$ cat src/include/hwcall_consts.svh
`ifndef HWCALL_CONSTS_SVH
`define HWCALL_CONSTS_SVH

// Command codes written by the caller
`define CODE_FILL 16'h5212
`define CODE_COPY 16'h5104

// Result word layout
`define RES_DONE_BIT 29
`define RES_COPY_BIT 0
`define FILL_OK 2'b00
`define FILL_BAD 2'b01
`define FILL_EXC 2'b10
`define ZERO_WORD 32'h0000_0000

// Fill limits and strides
`define FILL_MIN_WORDS 32'h0000_0004
`define WORD_STEP 32'h0000_0004
`define COUNT_ONE 32'h0000_0001
`define BYTE_ONE_MASK 4'h1
`define BE_ALL 4'hf

// Caller register offsets on APB (byte addresses)
`define OFF_CMD 8'h00
`define OFF_ARG0 8'h04
`define OFF_ARG1 8'h08
`define OFF_ARG2 8'h0c
`define OFF_ARG3 8'h10
`define OFF_RESULT 8'h14
`define OFF_FAULT 8'h18
`define OFF_STATUS 8'h1c

// Status register fields
`define ST_PEND_BIT 0
`define ST_REFUSED_BIT 1
`define ST_IRQ_LSB 8
`define ST_IRQ_MSB 15

`endif

$ cat src/include/hwcall_pkg.sv
package hwcall_pkg;
   // Gray order along idle -> fill, idle -> read <-> write
   typedef enum logic [1:0] {
      ST_IDLE = 2'b00,
      ST_FILL = 2'b10,
      ST_CRD = 2'b01,
      ST_CWR = 2'b11
   } engine_state_t;
endpackage : hwcall_pkg

$ cat src/include/hwcall_if.sv
`timescale 1ns/1ps
`default_nettype none
interface hwcall_if;
   logic cmd_valid;
   logic cmd_ready;
   logic [15:0] call_command_code;
   logic [31:0] first_argument_word;
   logic [31:0] second_argument_word;
   logic [31:0] third_argument_word;
   logic [31:0] fourth_argument_word;
   logic [31:0] result_word;
   logic [31:0] fault_address_word;
   logic copy_irq;

   modport engine (
      input cmd_valid, call_command_code, first_argument_word,
      input second_argument_word, third_argument_word,
      input fourth_argument_word,
      output cmd_ready, result_word, fault_address_word, copy_irq
   );
   modport caller (
      output cmd_valid, call_command_code, first_argument_word,
      output second_argument_word, third_argument_word,
      output fourth_argument_word,
      input cmd_ready, result_word, fault_address_word, copy_irq
   );
endinterface : hwcall_if
`default_nettype wire

$ cat src/rtl/hwcall_engine.sv
// Summary of operation
// - code 5212h starts pattern fill
// - caller supplies pattern, start, word count
// - unaligned start or count under four refused
// - fill result 00b success, 10b exception
// - fault address returned, else zero
// - completion bit 29 set when done
// - code 5104h starts buffer byte copy
// - caller supplies source, destination, 16-bit count
// - interrupt pulse when copy finishes without a fault
// - copy result bit 0, fault word zero
// - fill writes consecutive words from start
`timescale 1ns/1ps
`default_nettype none
`include "hwcall_consts.svh"
module hwcall_engine
   import hwcall_pkg::*;
(
   input wire logic core_clk,
   input wire logic reset,
   hwcall_if.engine call,
   output logic mem_valid,
   output logic mem_write,
   output logic [31:0] mem_addr,
   output logic [31:0] mem_wdata,
   output logic [3:0] mem_be,
   input wire logic mem_ready,
   input wire logic [31:0] mem_rdata,
   input wire logic mem_error
);
   engine_state_t state_reg;
   engine_state_t state_next;
   logic [31:0] addr_reg;
   logic [31:0] src_reg;
   logic [31:0] dst_reg;
   logic [31:0] count_reg;
   logic [31:0] data_reg;
   logic [3:0] be_reg;
   logic [31:0] result_reg;
   logic [31:0] result_next;
   logic [31:0] fault_reg;
   logic irq_reg;
   logic accept;
   logic is_fill;
   logic is_copy;
   logic fill_bad;
   logic copy_bad;
   logic copy_empty;
   logic beat;
   logic last;
   logic [7:0] rd_byte;

   assign accept = state_reg == ST_IDLE && call.cmd_valid;
   assign is_fill = call.call_command_code == `CODE_FILL;
   assign is_copy = call.call_command_code == `CODE_COPY;
   assign fill_bad = call.second_argument_word[1:0] != 2'b00
                  || call.third_argument_word < `FILL_MIN_WORDS;
   // nonzero fourth word is an invalid call
   assign copy_bad = call.fourth_argument_word != `ZERO_WORD;
   assign copy_empty = call.third_argument_word[15:0] == 16'h0000;
   assign beat = mem_valid && mem_ready;
   assign last = count_reg == `COUNT_ONE;
   assign rd_byte = mem_rdata[{src_reg[1:0], 3'b000} +: 8];

   always_comb begin
      state_next = state_reg;
      unique case (state_reg)
         ST_IDLE: begin
            if (accept && is_fill && !fill_bad) begin
               state_next = ST_FILL;
            end else if (accept && is_copy && !copy_bad && !copy_empty) begin
               state_next = ST_CRD;
            end
         end
         ST_FILL: begin
            if (beat && (mem_error || last)) state_next = ST_IDLE;
         end
         ST_CRD: begin
            if (beat) state_next = mem_error ? ST_IDLE : ST_CWR;
         end
         ST_CWR: begin
            if (beat) state_next = (mem_error || last) ? ST_IDLE : ST_CRD;
         end
      endcase
   end

   always_ff @(posedge core_clk) begin
      if (reset) begin
         state_reg <= ST_IDLE;
      end else begin
         state_reg <= state_next;
      end
   end

   always_ff @(posedge core_clk) begin
      if (reset) begin
         addr_reg <= `ZERO_WORD;
         src_reg <= `ZERO_WORD;
         dst_reg <= `ZERO_WORD;
         count_reg <= `ZERO_WORD;
      end else if (accept && is_fill) begin
         addr_reg <= call.second_argument_word;
         count_reg <= call.third_argument_word;
      end else if (accept) begin
         src_reg <= call.first_argument_word;
         dst_reg <= call.second_argument_word;
         addr_reg <= {call.first_argument_word[31:2], 2'b00};
         count_reg <= {16'h0000, call.third_argument_word[15:0]};
      end else if (beat) begin
         unique case (state_reg)
            ST_FILL: begin
               addr_reg <= addr_reg + `WORD_STEP;
               count_reg <= count_reg - `COUNT_ONE;
            end
            ST_CRD: addr_reg <= {dst_reg[31:2], 2'b00};
            ST_CWR: begin
               addr_reg <= {src_reg[31:2] + 30'd0, 2'b00} + 
                  ((src_reg[1:0] == 2'b11) ? `WORD_STEP : `ZERO_WORD);
               src_reg <= src_reg + `COUNT_ONE;
               dst_reg <= dst_reg + `COUNT_ONE;
               count_reg <= count_reg - `COUNT_ONE;
            end
            ST_IDLE: addr_reg <= addr_reg;
         endcase
      end
   end

   // pattern data; copy carries one byte on all lanes
   always_ff @(posedge core_clk) begin
      if (reset) begin
         data_reg <= `ZERO_WORD;
         be_reg <= `BE_ALL;
      end else if (accept && is_fill) begin
         data_reg <= call.first_argument_word;
         be_reg <= `BE_ALL;
      end else if (beat && state_reg == ST_CRD) begin
         data_reg <= {4{rd_byte}};
         be_reg <= `BYTE_ONE_MASK << dst_reg[1:0];
      end
   end

   always_comb begin
      result_next = result_reg;
      if (accept) begin
         result_next = `ZERO_WORD;
         if (is_fill && fill_bad) begin
            result_next[1:0] = `FILL_BAD;
            result_next[`RES_DONE_BIT] = 1'b1;
         end else if (is_copy && (copy_bad || copy_empty)) begin
            result_next[`RES_COPY_BIT] = copy_bad;
            result_next[`RES_DONE_BIT] = 1'b1;
         end else if (!is_fill && !is_copy) begin
            result_next[`RES_COPY_BIT] = 1'b1;
            result_next[`RES_DONE_BIT] = 1'b1;
         end
      end else if (state_reg != ST_IDLE && state_next == ST_IDLE) begin
         result_next[`RES_DONE_BIT] = 1'b1;
         if (state_reg == ST_FILL) begin
            result_next[1:0] = mem_error ? `FILL_EXC : `FILL_OK;
         end else begin
            // copy fault reported in bit 0
            result_next[`RES_COPY_BIT] = mem_error;
         end
      end
   end

   always_ff @(posedge core_clk) begin
      if (reset) begin
         result_reg <= `ZERO_WORD;
      end else begin
         result_reg <= result_next;
      end
   end

   always_ff @(posedge core_clk) begin
      if (reset || accept) begin
         fault_reg <= `ZERO_WORD;
      end else if (beat && mem_error && state_reg == ST_FILL) begin
         fault_reg <= addr_reg;
      end
   end

   always_ff @(posedge core_clk) begin
      if (reset) begin
         irq_reg <= 1'b0;
      end else begin
         irq_reg <= (accept && is_copy && !copy_bad && copy_empty)
            || (state_reg == ST_CWR && beat && last && !mem_error);
      end
   end

   assign call.cmd_ready = state_reg == ST_IDLE;
   assign call.result_word = result_reg;
   assign call.fault_address_word = fault_reg;
   assign call.copy_irq = irq_reg;
   assign mem_valid = state_reg != ST_IDLE;
   assign mem_write = state_reg == ST_FILL || state_reg == ST_CWR;
   assign mem_addr = addr_reg;
   assign mem_wdata = data_reg;
   assign mem_be = be_reg;
endmodule : hwcall_engine
`default_nettype wire

$ cat src/flat_wrapper.sv
// flat-port wrapper written by rule: the top's interface ports become plain ports
module hwcall_engine_flat import hwcall_pkg::*;
  (core_clk, reset, mem_valid, mem_write, mem_addr, mem_wdata, mem_be, mem_ready, mem_rdata, mem_error, call_cmd_valid, call_call_command_code, call_first_argument_word, call_second_argument_word, call_third_argument_word, call_fourth_argument_word, call_cmd_ready, call_result_word, call_fault_address_word, call_copy_irq);
  hwcall_if call_i ();
  input wire logic core_clk;
  input wire logic reset;
  output logic mem_valid;
  output logic mem_write;
  output logic [31:0] mem_addr;
  output logic [31:0] mem_wdata;
  output logic [3:0] mem_be;
  input wire logic mem_ready;
  input wire logic [31:0] mem_rdata;
  input wire logic mem_error;
  input wire logic [$bits(call_i.cmd_valid)-1:0] call_cmd_valid;
  input wire logic [$bits(call_i.call_command_code)-1:0] call_call_command_code;
  input wire logic [$bits(call_i.first_argument_word)-1:0] call_first_argument_word;
  input wire logic [$bits(call_i.second_argument_word)-1:0] call_second_argument_word;
  input wire logic [$bits(call_i.third_argument_word)-1:0] call_third_argument_word;
  input wire logic [$bits(call_i.fourth_argument_word)-1:0] call_fourth_argument_word;
  output wire logic [$bits(call_i.cmd_ready)-1:0] call_cmd_ready;
  output wire logic [$bits(call_i.result_word)-1:0] call_result_word;
  output wire logic [$bits(call_i.fault_address_word)-1:0] call_fault_address_word;
  output wire logic [$bits(call_i.copy_irq)-1:0] call_copy_irq;
  assign call_i.cmd_valid = call_cmd_valid;
  assign call_i.call_command_code = call_call_command_code;
  assign call_i.first_argument_word = call_first_argument_word;
  assign call_i.second_argument_word = call_second_argument_word;
  assign call_i.third_argument_word = call_third_argument_word;
  assign call_i.fourth_argument_word = call_fourth_argument_word;
  assign call_cmd_ready = call_i.cmd_ready;
  assign call_result_word = call_i.result_word;
  assign call_fault_address_word = call_i.fault_address_word;
  assign call_copy_irq = call_i.copy_irq;
  hwcall_engine u_core (.core_clk(core_clk), .reset(reset), .call(call_i), .mem_valid(mem_valid), .mem_write(mem_write), .mem_addr(mem_addr), .mem_wdata(mem_wdata), .mem_be(mem_be), .mem_ready(mem_ready), .mem_rdata(mem_rdata), .mem_error(mem_error));
endmodule
$ cat config.mk
export PLATFORM = sky130hd
export DESIGN_NAME = hwcall_engine_flat
export DESIGN_NICKNAME = d
export VERILOG_FILES = /design/src/include/hwcall_pkg.sv /design/src/include/hwcall_if.sv /design/src/rtl/hwcall_engine.sv /design/src/flat_wrapper.sv
export VERILOG_INCLUDE_DIRS = /design/src /design/src/include
export SDC_FILE = /design/constraint.sdc
export NUM_CORES = 1
export LEC_CHECK = 0
export BUFFER_PORTS_ARGS = -buffer_cell sky130_fd_sc_hd__buf_2
export CAP_MARGIN = 20
export CORE_MARGIN = 2
export CORE_UTILIZATION = 55
export CTS_CLUSTER_DIAMETER = 150
export CTS_CLUSTER_SIZE = 12
export DETAILED_ROUTE_END_ITERATION = 7
export PLACE_DENSITY = 0.83
export SYNTH_ARGS = -nofsm -noshare
export SYNTH_HDL_FRONTEND = slang
export SYNTH_SLANG_ARGS = --single-unit
$ cat constraint.sdc
create_clock -name core_clk -period 2.9 [get_ports core_clk]
set_input_delay 0.58 -clock core_clk [delete_from_list [all_inputs] [get_ports core_clk]]
set_output_delay 0.58 -clock core_clk [all_outputs]
set_load 0.05 [all_outputs]
==> results.sh <==
export IMPL_status="finished, final reports clean"
export IMPL_fp_dieArea_sq_mm=0.02477
export IMPL_min_from="call_third_argument_word[10]"
export IMPL_grt_max_degree=85
export IMPL_hold_path_class="in2reg"
export IMPL_p_total_mw=6.580
export IMPL_startpoint="u_core.src_reg[1]$_SDFFE_PP0P_"
export IMPL_grt_pass1_wl_microns=75950
export IMPL_avgSynthCellArea_sq_um=7.642
export IMPL_ys_seq_area_share_pct=31.26
export IMPL_dpl_cell_area_sq_mm=0.01450
export IMPL_finalNonFillerCells=2254
export IMPL_slew_viol_final=0
export IMPL_ys_ff_latch=202
export IMPL_cts_sinks=202
export IMPL_area_delta_synth_final_pct=16.24
export IMPL_synthFlopType="dfxtp_1"
export IMPL_grt_usage_pct=39.63
export IMPL_initial_core_util_pct=55.62
export IMPL_clock_skew_ns=0.02443
export IMPL_critPathMaxFanout=5
export IMPL_timing_fmax_ghz=0.3763
export IMPL_cp_end_kind="register"
export IMPL_syn_inst=1693
export IMPL_antenna_found_initial=1
export IMPL_ant_nets=0
export IMPL_cts_buffers=20
export IMPL_dpl_cell_count=2231
export IMPL_core_area_sq_mm=0.02326
export IMPL_vias=14870
export IMPL_drv_cap=0
export IMPL_rsz0062_at_grt="no"
export IMPL_htree_levels=1
export IMPL_die_h_microns=157.4
export IMPL_fin_area_sq_mm=0.01504
export IMPL_initialDrtViolationCount=1986
export IMPL_cts_hold_buffers=0
export IMPL_port_buffers=287
export IMPL_netlist_area_leader_share_pct=31.26
export IMPL_drt_total_wl_microns=50960
export IMPL_worst_endpoint_arrival_ns=3.07
export IMPL_yosysMostFrequentCell="nand2_1"
export IMPL_r2r_start="u_core.src_reg[1]$_SDFFE_PP0P_"
export IMPL_rrSetupSlack_ns=0.24
export IMPL_synth_edff_count=0
export IMPL_clk_pin_slew_ns=0.07
export IMPL_first_pass_iters=6
export IMPL_synth_top_cell_by_area="dfxtp_1"
export IMPL_post_route_drc_count=0
export IMPL_cts_tree="yes"
export IMPL_viasPerCell=6.598
export IMPL_finalSetupTns_ns=0
export IMPL_synthTopCellsByArea="dfxtp_1 31%, nand2_1 6.3%, a21oi_1 6.1%"
export IMPL_synth_cell_types=97
export IMPL_finalSetupViolations=0
export IMPL_fill_cells=2087
export IMPL_post_route_period_util_pct=91.65
export IMPL_netlist_area_sq_mm=0.01294
export IMPL_yosys_top_cells_count="217 x nand2_1, 202 x dfxtp_1, 181 x nor2_1"
export IMPL_ioPinCount=317
export IMPL_root_buffer="clkbuf_16"
export IMPL_fp_dieW_microns=157.4
export IMPL_post_route_util_pct=64.65
export IMPL_post_cts_buffers=0
export IMPL_period_needed_ns=2.658
export IMPL_grt_overflow_total=0
export IMPL_vdd_ir_drop_max_mv=0.2878
export IMPL_p_leak_nw=5.813
export IMPL_fin_ws_ns=0.2422
export IMPL_routabilityCongestion=1.033
export IMPL_routedWlPerCell_microns=22.61
export IMPL_cp_start_kind="register"
export IMPL_first_global_vias=13410
export IMPL_synth_warnings=0
export IMPL_clock_latency_ns=0.52
export IMPL_rows=56
export IMPL_clockBufferDepth=3
export IMPL_place_ws_ns=0.2021
export IMPL_fin_nets=2125
export IMPL_dp_hpwl_microns=37970
export IMPL_tightest_slew_ns=1.023
export IMPL_async_reset_ff_share_pct=0
export IMPL_crit_type="reg2reg"
export IMPL_cp_required_ns=3.31
export IMPL_power_density_mw_per_mm2=437.5
export IMPL_hold_viol=0
export IMPL_relSlewSlack_pct=31.71
export IMPL_drive_gt1_share_pct=22.54
export IMPL_whs_ns=0.3166
export IMPL_cts_resized=0
==> layout by cell type (no fill, tap or decap), types with 20 or more instances in the layout <==
cell       Yosys  layout
a31oi_1       22      22
a221oi_1      24      24
nand4_1       46      46
nor4_1        32      32
nor2_1       181     181
mux2i_1       31      31
a21oi_1      158     158
o21ai_0       95      95
nand3_1       70      70
xnor2_1       26      26
nand2_1      217     217
a22oi_1       40      40
buf_4         35      70
conb_1         1      29
inv_1         22      22
nor3_1        52      52
clkbuf_16      0      21
buf_2         20     286
dfxtp_1      202     202
a211oi_1      20      20
==> worst max-delay path: stages (launching register included) <==
cell and delay, ns:
dfxtp_1 0.34, ha_1 0.22, ha_1 0.19, ha_1 0.20, nand4_1 0.18, nor4_2 0.56
nand2_1 0.13, xor2_1 0.29, a211oi_1 0.12, or3_1 0.34
==> report_power, final <==
part / switching, mW / internal [mW]
logic: 0.747 / 0.379
registers: 0.161 / 2.87
clock network: 1.12 / 1.30
==> routing by layer <==
| metal | part of all wire (%) | GRT usage [%] | vias up |
|---|---|---|---|
| li1 | - | - | 6680 |
| met1 | 36 | 49.35 | 6850 |
| met2 | 45 | 62.59 | 1108 |
| met3 | 12 | 8.232 | 233 |
| met4 | 7.4 | 24.85 | 0 |
| met5 | 0 | 0 | - |
==> cell families after synthesis <==
family / share of synthesized area [%]
simple gates: 27.35
compound gates: 25.28
flops: 31.26
other cells: 0.02899
buf+inv: 8.085
mux: 4.052
xor+xnor: 2.979
fa+ha+maj: 0.9671
==> path summary, 6_finish.rpt <==
kind / to / depth (start not counted)
setup / recovery: u_core.mem_addr[26]$_SDFFE_PP0P_ / 9
hold / removal: u_core.count_reg[10]$_SDFFE_PP0P_ / 3
setup reg to reg: u_core.mem_addr[26]$_SDFFE_PP0P_ / 9
hold reg to reg: u_core.call.fault_address_word[28]$_SDFFE_PP0P_ / 2
==> layout make-up <==
cell class	instances	area (sq um)	area share [%]
inverter	24	90.09	0.5991
timing repair buffer	358	1997	13.28
clock buffer	22	539.3	3.586
tap	319	399.1	2.654
multi-input combinational	1328	7966	52.97
antenna	1	2.502	0.01664
sequential	202	4044	26.89
Note: power is estimated with default switching activity, not from simulation.
